## src/verilog/abo_pkg.sv

```systemverilog
// shared constants and types for the and / bit-set / bit-clear execute unit
package abo_pkg;
  localparam int INSTR_W = 12;
  localparam int DATA_W = 8;
  localparam int FADDR_W = 5;
  localparam int BSEL_W = 3;
  // opcode fields, matched against the top bits of the word
  localparam logic [5:0] AND_W_WITH_FILE_OP = 6'h05; // 000101
  localparam logic [3:0] AND_LITERAL_WITH_W_OP = 4'hE; // 1110
  localparam logic [3:0] BIT_CLEAR_FILE_OP = 4'h4; // 0100
  localparam logic [3:0] BIT_SET_FILE_OP = 4'h5; // 0101
  // field positions inside the instruction word
  localparam int OP6_LSB = 6;
  localparam int OP4_LSB = 8;
  localparam int DEST_BIT = 5;
  localparam int BSEL_LSB = 5;
  localparam int FADDR_LSB = 0;
  localparam int LIT_LSB = 0;
  // destination encoding
  localparam logic DEST_W = 1'b0;
  localparam logic DEST_FILE = 1'b1;
  // file addresses with side effects
  localparam logic [FADDR_W-1:0] TIMER_ZERO_COUNT_ADDR = 5'h01;
  localparam logic [FADDR_W-1:0] IO_PORT_FIRST_ADDR = 5'h05;
  localparam logic [FADDR_W-1:0] IO_PORT_LAST_ADDR = 5'h07;
  // reset values
  localparam logic [DATA_W-1:0] W_RESET = 8'h00;
  localparam logic ZERO_RESET = 1'b0;

  typedef enum logic [2:0] {
    ABO_OP_NONE,
    ABO_OP_AND_FILE,
    ABO_OP_AND_LIT,
    ABO_OP_BIT_CLEAR,
    ABO_OP_BIT_SET
  } abo_op_t;
endpackage

```

## src/verilog/abo_exec.sv

```systemverilog
// execute unit for and-with-file, and-literal, bit-clear and bit-set
// Behaviour
// RULE1: 000101 word ANDs W with file f
// RULE2: d=0 writes W, d=1 writes file
// RULE3: 1110 word ANDs W with literal
// RULE4: literal AND goes to W, one cycle
// RULE5: 0100 word clears bit b of f
// RULE6: 0101 word sets bit b of f
// RULE7: AND sets zero flag on zero result
// RULE8: I/O ports read pins, not latches
// RULE9: timer write clears assigned prescaler
module abo_exec
  import abo_pkg::*;
(
  input wire logic clk,
  input wire logic rst_b,
  input wire logic instr_valid,
  input wire logic [INSTR_W-1:0] instr,
  input wire logic [DATA_W-1:0] file_latch_data,
  input wire logic [DATA_W-1:0] file_pin_data,
  input wire logic prescaler_on_timer,
  output logic [DATA_W-1:0] w_r,
  output logic zero_r,
  output logic file_wr_en_r,
  output logic [FADDR_W-1:0] file_wr_addr_r,
  output logic [DATA_W-1:0] file_wr_data_r,
  output logic prescaler_clr_r
);
  abo_op_t op;
  logic [FADDR_W-1:0] faddr;
  logic [BSEL_W-1:0] bsel;
  logic [DATA_W-1:0] lit;
  logic dest;
  logic [DATA_W-1:0] src;
  logic [DATA_W-1:0] alu_result;
  logic alu_zero;
  logic writes_w_nxt;
  logic writes_file_nxt;
  logic is_and_nxt;

  // opcode decode from the top of the word
  function automatic abo_op_t decode_op(input logic [INSTR_W-1:0] word);
    abo_op_t res;
    res = ABO_OP_NONE;
    if (word[INSTR_W-1:OP6_LSB] == AND_W_WITH_FILE_OP) begin
      res = ABO_OP_AND_FILE;
    end else if (word[INSTR_W-1:OP4_LSB] == AND_LITERAL_WITH_W_OP) begin
      res = ABO_OP_AND_LIT;
    end else if (word[INSTR_W-1:OP4_LSB] == BIT_CLEAR_FILE_OP) begin
      res = ABO_OP_BIT_CLEAR;
    end else if (word[INSTR_W-1:OP4_LSB] == BIT_SET_FILE_OP) begin
      res = ABO_OP_BIT_SET;
    end
    return res;
  endfunction

  // true for the addresses of the I/O port registers
  function automatic logic is_io_port(input logic [FADDR_W-1:0] addr);
    return (addr >= IO_PORT_FIRST_ADDR) && (addr <= IO_PORT_LAST_ADDR);
  endfunction

  // RULE3 literal and operand fields
  // an idle cycle decodes as no operation
  assign op = instr_valid ? decode_op(instr) : ABO_OP_NONE;
  assign faddr = instr[FADDR_LSB +: FADDR_W];
  assign bsel = instr[BSEL_LSB +: BSEL_W];
  assign lit = instr[LIT_LSB +: DATA_W];
  assign dest = instr[DEST_BIT];

  // RULE8 pin values as operand
  // a port read-modify-write must see the pins, else an input pin held low
  // by the outside would be written back from a stale latch
  assign src = is_io_port(faddr) ? file_pin_data : file_latch_data;

  abo_alu u_alu (
    .op(op),
    .w_val(w_r),
    .src_val(src),
    .lit_val(lit),
    .bit_sel(bsel),
    .result(alu_result),
    .result_zero(alu_zero)
  );

  // RULE2 destination select
  // RULE4 literal always to W
  always_comb begin
    writes_w_nxt = 1'b0;
    writes_file_nxt = 1'b0;
    is_and_nxt = 1'b0;
    case (op)
      ABO_OP_AND_FILE: begin
        is_and_nxt = 1'b1;
        writes_w_nxt = (dest == DEST_W);
        writes_file_nxt = (dest == DEST_FILE);
      end
      ABO_OP_AND_LIT: begin
        is_and_nxt = 1'b1;
        writes_w_nxt = 1'b1;
      end
      ABO_OP_BIT_CLEAR, ABO_OP_BIT_SET: writes_file_nxt = 1'b1;
      default: writes_w_nxt = 1'b0;
    endcase
  end

  // RULE1 working register update
  always_ff @(posedge clk or negedge rst_b) begin
    if (!rst_b) begin
      w_r <= W_RESET;
    end else if (writes_w_nxt) begin
      w_r <= alu_result;
    end
  end

  // RULE7 zero flag from AND result
  // bit ops leave the flag alone so flag tests survive them
  always_ff @(posedge clk or negedge rst_b) begin
    if (!rst_b) begin
      zero_r <= ZERO_RESET;
    end else if (is_and_nxt) begin
      zero_r <= alu_zero;
    end
  end

  // RULE5 RULE6 file write port, one cycle pulse
  always_ff @(posedge clk or negedge rst_b) begin
    if (!rst_b) begin
      file_wr_en_r <= 1'b0;
      file_wr_addr_r <= '0;
      file_wr_data_r <= '0;
    end else begin
      file_wr_en_r <= writes_file_nxt;
      if (writes_file_nxt) begin
        file_wr_addr_r <= faddr;
        file_wr_data_r <= alu_result;
      end
    end
  end

  // RULE9 prescaler clear on timer write
  always_ff @(posedge clk or negedge rst_b) begin
    if (!rst_b) begin
      prescaler_clr_r <= 1'b0;
    end else begin
      prescaler_clr_r <= writes_file_nxt && (faddr == TIMER_ZERO_COUNT_ADDR)
                         && prescaler_on_timer;
    end
  end

  // checks beside the logic
  // W is only narrowed here; loading it belongs to instructions outside this unit
  a_and_file_w: assert property (@(posedge clk) disable iff (!rst_b) // RULE1
    (op == ABO_OP_AND_FILE && dest == DEST_W) |=> (w_r == ($past(w_r) & $past(src))))
    else $error("and with file to W gave wrong W");

  a_and_file_dest: assert property (@(posedge clk) disable iff (!rst_b) // RULE2
    (op == ABO_OP_AND_FILE && dest == DEST_FILE) |=>
      (file_wr_en_r && w_r == $past(w_r) && file_wr_data_r == ($past(w_r) & $past(src))))
    else $error("and with file to file misrouted");

  a_and_lit_w: assert property (@(posedge clk) disable iff (!rst_b) // RULE3
    (op == ABO_OP_AND_LIT) |=> (w_r == ($past(w_r) & $past(lit))))
    else $error("and literal gave wrong W");

  a_lit_no_file: assert property (@(posedge clk) disable iff (!rst_b) // RULE4
    (op == ABO_OP_AND_LIT) |=> !file_wr_en_r)
    else $error("and literal wrote a file register");

  a_bit_clear: assert property (@(posedge clk) disable iff (!rst_b) // RULE5
    (op == ABO_OP_BIT_CLEAR) |=> (file_wr_en_r && file_wr_addr_r == $past(faddr)
      && file_wr_data_r == ($past(src) & ~(DATA_W'(1) << $past(bsel)))
      && $stable(zero_r) && $stable(w_r)))
    else $error("bit clear wrong");

  a_bit_set: assert property (@(posedge clk) disable iff (!rst_b) // RULE6
    (op == ABO_OP_BIT_SET) |=> (file_wr_en_r && file_wr_data_r[$past(bsel)]
      && file_wr_data_r == ($past(src) | (DATA_W'(1) << $past(bsel)))
      && $stable(zero_r)))
    else $error("bit set wrong");

  a_set_addr: assert property (@(posedge clk) disable iff (!rst_b) // RULE6
    (op == ABO_OP_BIT_SET) |=> (file_wr_addr_r == $past(faddr) && $stable(w_r)))
    else $error("bit set wrote the wrong register");

  // the flag must follow the op that was taken, not the one now on the bus
  a_zero_flag: assert property (@(posedge clk) disable iff (!rst_b) // RULE7
    (op == ABO_OP_AND_LIT || op == ABO_OP_AND_FILE) |=>
      (zero_r == (($past(op) == ABO_OP_AND_LIT ? $past(w_r) & $past(lit)
        : $past(w_r) & $past(src)) == '0)))
    else $error("zero flag wrong after and");

  // refused words and idle cycles must raise no write or prescaler pulse and leave W and the zero flag alone
  a_idle_quiet: assert property (@(posedge clk) disable iff (!rst_b) // RULE1
    (op == ABO_OP_NONE) |=>
      (!file_wr_en_r && !prescaler_clr_r && $stable(w_r) && $stable(zero_r)))
    else $error("idle or unknown word changed state");

  a_pin_source: assert property (@(posedge clk) disable iff (!rst_b) // RULE8
    (op == ABO_OP_BIT_SET && is_io_port(faddr)) |=>
      (file_wr_data_r == ($past(file_pin_data) | (DATA_W'(1) << $past(bsel)))))
    else $error("port operand not taken from pins");

  a_port_and: assert property (@(posedge clk) disable iff (!rst_b) // RULE8
    (op == ABO_OP_AND_FILE && dest == DEST_FILE && is_io_port(faddr)) |=>
      (file_wr_data_r == ($past(w_r) & $past(file_pin_data))))
    else $error("port and operand not taken from pins");

  a_port_clear: assert property (@(posedge clk) disable iff (!rst_b) // RULE8
    (op == ABO_OP_BIT_CLEAR && is_io_port(faddr)) |=>
      (file_wr_data_r == ($past(file_pin_data) & ~(DATA_W'(1) << $past(bsel)))))
    else $error("port clear operand not taken from pins");

  // a timer write with the prescaler assigned must always produce the pulse
  a_presc_needed: assert property (@(posedge clk) disable iff (!rst_b) // RULE9
    ((op == ABO_OP_BIT_SET || op == ABO_OP_BIT_CLEAR
      || (op == ABO_OP_AND_FILE && dest == DEST_FILE))
      && faddr == TIMER_ZERO_COUNT_ADDR && prescaler_on_timer) |=> prescaler_clr_r)
    else $error("timer write left prescaler uncleared");

  a_presc_clear: assert property (@(posedge clk) disable iff (!rst_b) // RULE9
    prescaler_clr_r |-> (file_wr_en_r && file_wr_addr_r == TIMER_ZERO_COUNT_ADDR
      && $past(prescaler_on_timer)))
    else $error("prescaler cleared without timer write");
endmodule

```

## src/verilog/abo_alu.sv

```systemverilog
// combinational result and zero detect for the four operations
module abo_alu
  import abo_pkg::*;
(
  input wire abo_op_t op,
  input wire logic [DATA_W-1:0] w_val,
  input wire logic [DATA_W-1:0] src_val,
  input wire logic [DATA_W-1:0] lit_val,
  input wire logic [BSEL_W-1:0] bit_sel,
  output logic [DATA_W-1:0] result,
  output logic result_zero
);
  logic [DATA_W-1:0] bit_mask;

  // one-hot mask of the addressed bit
  assign bit_mask = DATA_W'(1) << bit_sel;

  // operation select; unknown ops pass the source through unchanged
  always_comb begin
    case (op)
      ABO_OP_AND_FILE: result = w_val & src_val;
      ABO_OP_AND_LIT: result = w_val & lit_val;
      ABO_OP_BIT_CLEAR: result = src_val & ~bit_mask;
      ABO_OP_BIT_SET: result = src_val | bit_mask;
      default: result = src_val;
    endcase
  end

  assign result_zero = (result == '0);
endmodule

```

## config.mk

```make
export PLATFORM = sky130hd
export DESIGN_NAME = abo_exec
export DESIGN_NICKNAME = d
export VERILOG_FILES = /design/src/verilog/abo_pkg.sv /design/src/verilog/abo_exec.sv /design/src/verilog/abo_alu.sv
export SDC_FILE = /design/constraint.sdc
export NUM_CORES = 1
export LEC_CHECK = 0
export ABC_CLOCK_PERIOD_IN_PS = 2200
export BUFFER_PORTS_ARGS = -buffer_cell sky130_fd_sc_hd__buf_2
export CAP_MARGIN = 20
export CELL_PAD_IN_SITES_DETAIL_PLACEMENT = 1
export CELL_PAD_IN_SITES_GLOBAL_PLACEMENT = 1
export CORE_MARGIN = 1.5
export CORE_UTILIZATION = 30
export DETAILED_ROUTE_END_ITERATION = 6
export GPL_TIMING_DRIVEN = 0
export HOLD_SLACK_MARGIN = 0.12
export PLACE_DENSITY = 0.65
export RECOVER_POWER = 25
export SLEW_MARGIN = 20
export SYNTH_ARGS = -nofsm -noshare
export SYNTH_HDL_FRONTEND = slang
export SYNTH_SLANG_ARGS = --single-unit
```

## constraint.sdc

```tcl
create_clock -name clk -period 2.2 [get_ports clk]
set_input_delay 0.44 -clock clk [delete_from_list [all_inputs] [get_ports clk]]
set_output_delay 0.44 -clock clk [all_outputs]
set_load 0.02 [all_outputs]
```

======== Word-level counts from Yosys, hierarchy flattened ========
Index checks and enable logic that the tools add are counted.
cells by class
  order comparisons ....................... 2
  bitwise operators ....................... 6
  equal/unequal tests ..................... 9
  shift operators ......................... 1
  reduce and logical (&&, ||, !) cells .... 6
  muxes and demuxes ....................... 10
operators by type and width
  cell                                                                                  number
  8-bit case mux with 4 select lines                                                    1
  8-bit AND                                                                             3
  3-bit two-way mux                                                                     5
  4-bit by 3-bit equality test with 1-bit output (second input constant)                2
  8-bit logical NOT                                                                     1
  8-bit two-way mux                                                                     1
  8-bit inverter                                                                        1
  8-bit OR                                                                              1
  1-bit by 3-bit left shift with 8-bit output (first input constant)                    1
  3-bit by 2-bit equality test with 1-bit output (second input constant)                2
  6-bit by 3-bit equality test with 1-bit output (second input constant)                1
  5-bit by 1-bit equality test with 1-bit output (second input constant)                1
  5-bit by 3-bit greater-or-equal comparator with 1-bit output (second input constant)  1
  5-bit by 3-bit <= comparator with 1-bit output (second input constant)                1
  4-bit equality test (second input constant)                                           1
  1-bit case mux with 2 select lines                                                    2
  2-bit OR reduction                                                                    2
  3-bit by 1-bit equality test with 1-bit output (second input constant)                1
  3-bit equality test (second input constant)                                           1
  1-bit logical AND                                                                     3
  1-bit two-way mux                                                                     1
  1-bit inverter                                                                        1
storage, ports and cells
  bits of input ports ..................... 32
  bits in registers ....................... 24
  output and inout bits ................... 24
  word-level logic and storage cells ...... 40

======== Depth between registers and ports, before layout ========
  depth in word-level cells ............... 11
  mapped depth ............................ 7
  depth with buffers taken out ............ 6

======== Cells and area by module ========
A second synthesis with hierarchy kept.
unflattened totals
  cell total of the unflattened synthesis .. 142
  area, all modules ....................... 1680.4 um^2
modules (own cells, without submodules)
  module    instances  cells each  seq. area each (um^2)  area each (um^2)
  abo_exec  1          75          600.6                  1196.1
  abo_alu   1          67          0.0                    484.2

======== Least setup slack after synthesis ========
No wires, ideal clock.
  path kind ............................... input-to-reg
  start ................................... input instr[7]
  end ..................................... register zero_r
  path buffers ............................ 1
  stages .................................. 7
  arrival time ............................ 1948 ps
  setup slack ............................. 186 ps
  required time ........................... 2134 ps
  setup time .............................. 66 ps
  cell sequence ........................... clkbuf_1 nand2b_1 or4_1 a22oi_1 o21ai_1 nor4_1 a32o_2
on the way
  word-level cells in the longest chain between the ends .. 6
RTL lines
  item                                                                      RTL line                       text
  start, declared                                                           abo_exec.sv:18                 input wire logic [INSTR_W-1:0] instr,
  6-bit by 3-bit equality test with 1-bit output                            abo_exec.sv:45                 if (word[INSTR_W-1:OP6_LSB] == AND_W_WITH_FILE_OP) begin
  3-bit two-way mux                                                         abo_exec.sv:45
  3-bit two-way mux                                                         abo_exec.sv:64                 assign op = instr_valid ? decode_op(instr) : ABO_OP_NONE;
  3-bit equality test (tied with other cells)                               abo_alu.sv:20                  case (op)
  8-bit case mux with 4 select lines or 2-bit OR reduction (tied branches)  n/a
  8-bit logical NOT or 1-bit two-way mux (tied branches)                    abo_alu.sv:29, abo_exec.sv:91
  end signal, assigned                                                      abo_exec.sv:121                zero_r <= alu_zero;
  end, declared                                                             abo_exec.sv:23                 output logic zero_r,
Several ways; a longest one is shown, not always the timed one.
A chain may end at the register's enable or synchronous reset.

======== Worst setup path in the final report ========
  start ................................... input instr[9]
  end ..................................... register zero_r
on the way
  word-level cells in the longest chain between the ends .. 9
RTL lines
  item                                                                      RTL line                       text
  4-bit by 3-bit equality test with 1-bit output                            abo_exec.sv:51                 end else if (word[INSTR_W-1:OP4_LSB] == BIT_SET_FILE_OP) begin
  3-bit two-way mux                                                         abo_exec.sv:51
  3-bit two-way mux                                                         abo_exec.sv:49                 end else if (word[INSTR_W-1:OP4_LSB] == BIT_CLEAR_FILE_OP) begin
  3-bit two-way mux                                                         abo_exec.sv:47                 end else if (word[INSTR_W-1:OP4_LSB] == AND_LITERAL_WITH_W_OP) begin
  3-bit two-way mux *                                                       abo_exec.sv:45
  3-bit two-way mux *                                                       abo_exec.sv:64
  3-bit equality test (tied with other cells)                               abo_alu.sv:20
  8-bit case mux with 4 select lines or 2-bit OR reduction (tied branches)  n/a
  8-bit logical NOT or 1-bit two-way mux (tied branches)                    abo_alu.sv:29, abo_exec.sv:91
Every way passes the cells marked *; elsewhere a longest branch is shown, timed or not.

==> qor.json <==
{
  "post_cts.repair.setup_buffers": {"value": 0},
  "antennaDiodeCount": {"value": 0},
  "critPathMaxStageDelay": {"value": 0.47, "unit": "ns"},
  "post_synth_instance_area": {"value": 1410, "unit": "um^2"},
  "cp_max_fo": {"value": 10},
  "grtUsageMet1": {"value": 24.2, "unit": "%"},
  "layout.cells.non_filler": {"value": 239},
  "post_layout_util": {"value": 40.4, "unit": "%"},
  "pin_count_of_the_biggest_net_entering_global_routing": {"value": 25},
  "critPathRequiredTime": {"value": 2.40, "unit": "ns"},
  "initial_utilization": {"value": 31.7, "unit": "%"},
  "num_io_pins": {"value": 56},
  "dieHeight": {"value": 71.5, "unit": "um"},
  "vias_in_the_first_global_route": {"value": 1434},
  "drt-pass1-iter-count": {"value": 6},
  "floorplan.rows": {"value": 24},
  "max-slew-margin-rel": {"value": 8.91, "unit": "%"},
  "slowest_stage": {"value": "or4_1"},
  "gr_layer_usage_met2": {"value": 31.7, "unit": "%"},
  "totalWireLength": {"value": 4.41, "unit": "mm"},
  "drive_gt1_share": {"value": 46.0, "unit": "%"},
  "drcViolationCount": {"value": 0},
  "power_density": {"value": 764, "unit": "nW/um^2"},
  "first_pass_grt_wire_length": {"value": 7.28, "unit": "mm"},
  "worstPathArrival": {"value": 2.35, "unit": "ns"},
  "seqCellArea": {"value": 601, "unit": "um^2"},
  "path_clk_slew": {"value": 0.08, "unit": "ns"},
  "gr_peak_layer": {"value": "met2"},
  "yosys.cell_types.count": {"value": 33},
  "finalCriticalPeriod": {"value": 2.15, "unit": "ns"},
  "globalRouteOverflowTotal": {"value": 0},
  "holdCritPathClass": {"value": "in2reg"},
  "tritoncts": {"value": "done"},
  "most_frequent_standard_cell_in_the_layout_excluding_fill_and_tap_cells": {"value": "buf_2"},
  "area_growth_syn_to_layout": {"value": 27.6, "unit": "%"},
  "criticalPathCategory": {"value": "in2reg"},
  "slew_violations": {"value": 0},
  "drtAntennaViolNets": {"value": 0},
  "cts-root-to-sink-buffers": {"value": 2},
  "clock_skew": {"value": 0.00562, "unit": "ns"},
  "drt-vias-per-instance": {"value": 5.52},
  "use_met3": {"value": 1.69, "unit": "%"},
  "buffer_ports.inserted": {"value": 52},
  "cts_buf_count": {"value": 3},
  "core_area": {"value": 4440, "unit": "um^2"},
  "die_width": {"value": 71.5, "unit": "um"},
  "timing.final.hold_violations": {"value": 0},
  "crit_chain": {"value": "buf_2 -> nand4bb_1 -> buf_2 -> or4_1 -> a22oi_1 -> o21ai_1 -> nor4_2 -> a32o_2"},
  "maxClockFrequency": {"value": 466, "unit": "MHz"},
  "place_inst": {"value": 236},
  "run_status": {"value": "complete, no violations"},
  "cts-htree-levels": {"value": 1},
  "crit_path_frequent_cell": {"value": "buf_2"},
  "syn-instance-count": {"value": 132},
  "grt_usage": {"value": 18.1, "unit": "%"},
  "area_of_the_multi_input_gates": {"value": 787, "unit": "um^2"},
  "layout_worst_path_cycle_share": {"value": 97.5, "unit": "%"},
  "synth-warning-count": {"value": 0},
  "final_cell_mix": {"value": "buf_2 (54), dfrtp_1 (24), mux2_2 (21)"},
  "drv.max_cap_violation_count": {"value": 0},
  "finalSetupTns": {"value": 0, "unit": "ns"},
  "tritoncts_sink_count": {"value": 24},
  "fillers": {"value": 522},
  "clkLatencyLatePin": {"value": 0.26, "unit": "ns"},
  "drtIter0Drc": {"value": 78},
  "setup.worst_path.start_class": {"value": "input pin"},
  "die_area": {"value": 5110, "unit": "um^2"},
  "static-leakage-power": {"value": 0.000809, "unit": "uW"},
  "gp_routability_congestion": {"value": 0.775},
  "num_vias": {"value": 1320},
  "dp.final_hpwl": {"value": 3.41, "unit": "mm"},
  "syn-num-nets": {"value": 164},
  "antenna_violations_before_repair": {"value": 0},
  "final_net_count": {"value": 221},
  "worst_slew_pin_slew": {"value": 1.37, "unit": "ns"},
  "post_drt_wl_per_cell": {"value": 18.5, "unit": "um"},
  "cts_root_buffer": {"value": "clkbuf_8"},
  "ir_worst_vdd": {"value": 0.000364, "unit": "V"},
  "yosysSeqAreaShare": {"value": 42.7, "unit": "%"},
  "setup_viol_count_final": {"value": 0},
  "yosys_reg_bits": {"value": 24},
  "setup_repair_after_global_routing_missed_its_margin": {"value": "true"},
  "synth_area_per_cell": {"value": 10.7, "unit": "um^2"},
  "critical_path.endpoint_type": {"value": "flip-flop"}
}
## sequential cells by signal, summed over array words and instances, names as in the netlist
| register | count |
|---|---|
| file_wr_data_r | 8 |
| w_r | 8 |
| file_wr_addr_r | 5 |
| file_wr_en_r | 1 |
| prescaler_clr_r | 1 |
| zero_r | 1 |
## final timing paths
path | startpoint | endpoint | slack [ns] | cells past startpoint
min in group asynchronous | rst_b | file_wr_addr_r[2]$_DFFE_PN0N_ | 0.47 | 1
hold / removal | instr[2] | prescaler_clr_r$_DFF_PN0_ | 0.39 | 2
setup reg to reg | w_r[4]$_DFFE_PN0P_ | zero_r$_DFFE_PN0P_ | 0.29 | 5
hold reg to reg | zero_r$_DFFE_PN0P_ | zero_r$_DFFE_PN0P_ | 0.50 | 1
max in group asynchronous | rst_b | zero_r$_DFFE_PN0P_ | 0.93 | 1
setup / recovery | instr[9] | zero_r$_DFFE_PN0P_ | 0.05 | 8
## power breakdown
group | leakage, uW | switching, uW | internal [uW]
Combinational | 0.000490 | 296 | 198
Sequential | 0.000297 | 75.6 | 549
Clock | 0.0000216 | 132 | 122
Total | 0.000808 | 503 | 869
## through the flow
stage | instance area (um^2) | total power [uW] | worst slack, ns | hold WS (ns)
after CTS | 1780 | 1390 | 0.0215 | 0.178
after global placement | 1730 | 1100 | -0.296 | 0.447
after detailed placement | 1730 | 1130 | -0.267 | 0.472
final | 1800 | 1370 | 0.0542 | 0.388
after global routing | 1800 | 1460 | -0.0100 | 0.391
after floorplan | 1410 | 912 | 0.186 | 0.144
## cell families (layout without fill, tap and decap cells)
group                  after synthesis  after routing  synth area share, %
AO/OA/AOI/OAI                       28             28                 14.7
AND/OR/NAND/NOR                     40             40                 16.5
multiplexers                        29             29                 22.5
flip-flops                          24             24                 42.7
buffers and inverters               10             65                 3.02
XOR/XNOR                             1              1                0.622
## repair_timing
| action | CTS | global route |
|---|---|---|
| gates cloned | 0 | 0 |
| hold buffers | 0 | 0 |
| endpoints found under the setup margin | 1 | 10 |
| gates resized for setup | 1 | 4 |
## synth_stat cells
library cell | n | share of area (%)
a21oi_1 | 1 | 0.36
a21oi_2 | 1 | 0.62
a22oi_1 | 7 | 3.7
a2bb2oi_1 | 2 | 1.2
a32o_2 | 1 | 0.80
a32oi_1 | 6 | 3.7
and3_1 | 1 | 0.44
and3b_1 | 1 | 0.62
buf_2 | 3 | 1.1
clkbuf_1 | 4 | 1.1
clkbuf_2 | 1 | 0.36
dfrtp_1 | 24 | 43
inv_1 | 2 | 0.53
mux2_2 | 21 | 17
mux2i_1 | 8 | 5.7
nand2_1 | 5 | 1.3
nand2b_1 | 2 | 0.89
nand3_1 | 5 | 1.8
nand3b_1 | 1 | 0.53
nand4bb_1 | 1 | 0.80
nor2_1 | 5 | 1.3
nor2b_1 | 2 | 0.89
nor3_1 | 6 | 2.1
nor4_1 | 1 | 0.44
nor4b_1 | 1 | 0.62
o211a_1 | 1 | 0.71
o211ai_1 | 1 | 0.53
o21ai_0 | 4 | 1.4
o21ai_1 | 3 | 1.1
o22ai_1 | 1 | 0.44
or3_1 | 1 | 0.44
or4_1 | 8 | 4.3
xnor2_1 | 1 | 0.62
## metal layers
layer	vias up	wire, um
li1	622	-
met5	-	0
met2	41	2300
met4	0	19
met1	655	1910
met3	2	177
## layout make-up
class	instances	share of cell area, %
Tap cell	52	3.62
Timing Repair Buffer	52	14.4
Multi-Input combinational cell	98	43.8
Inverter	2	0.418
Clock buffer	3	2.30
Sequential cell	24	33.4
Buffer	8	1.95
## critical path: cells and delay by family
kind            cells  cell delay, ns
compound gates      3            0.58
buf+inv             2            0.32
simple gates        3            1.01
Power figures use the tool's default switching activity.
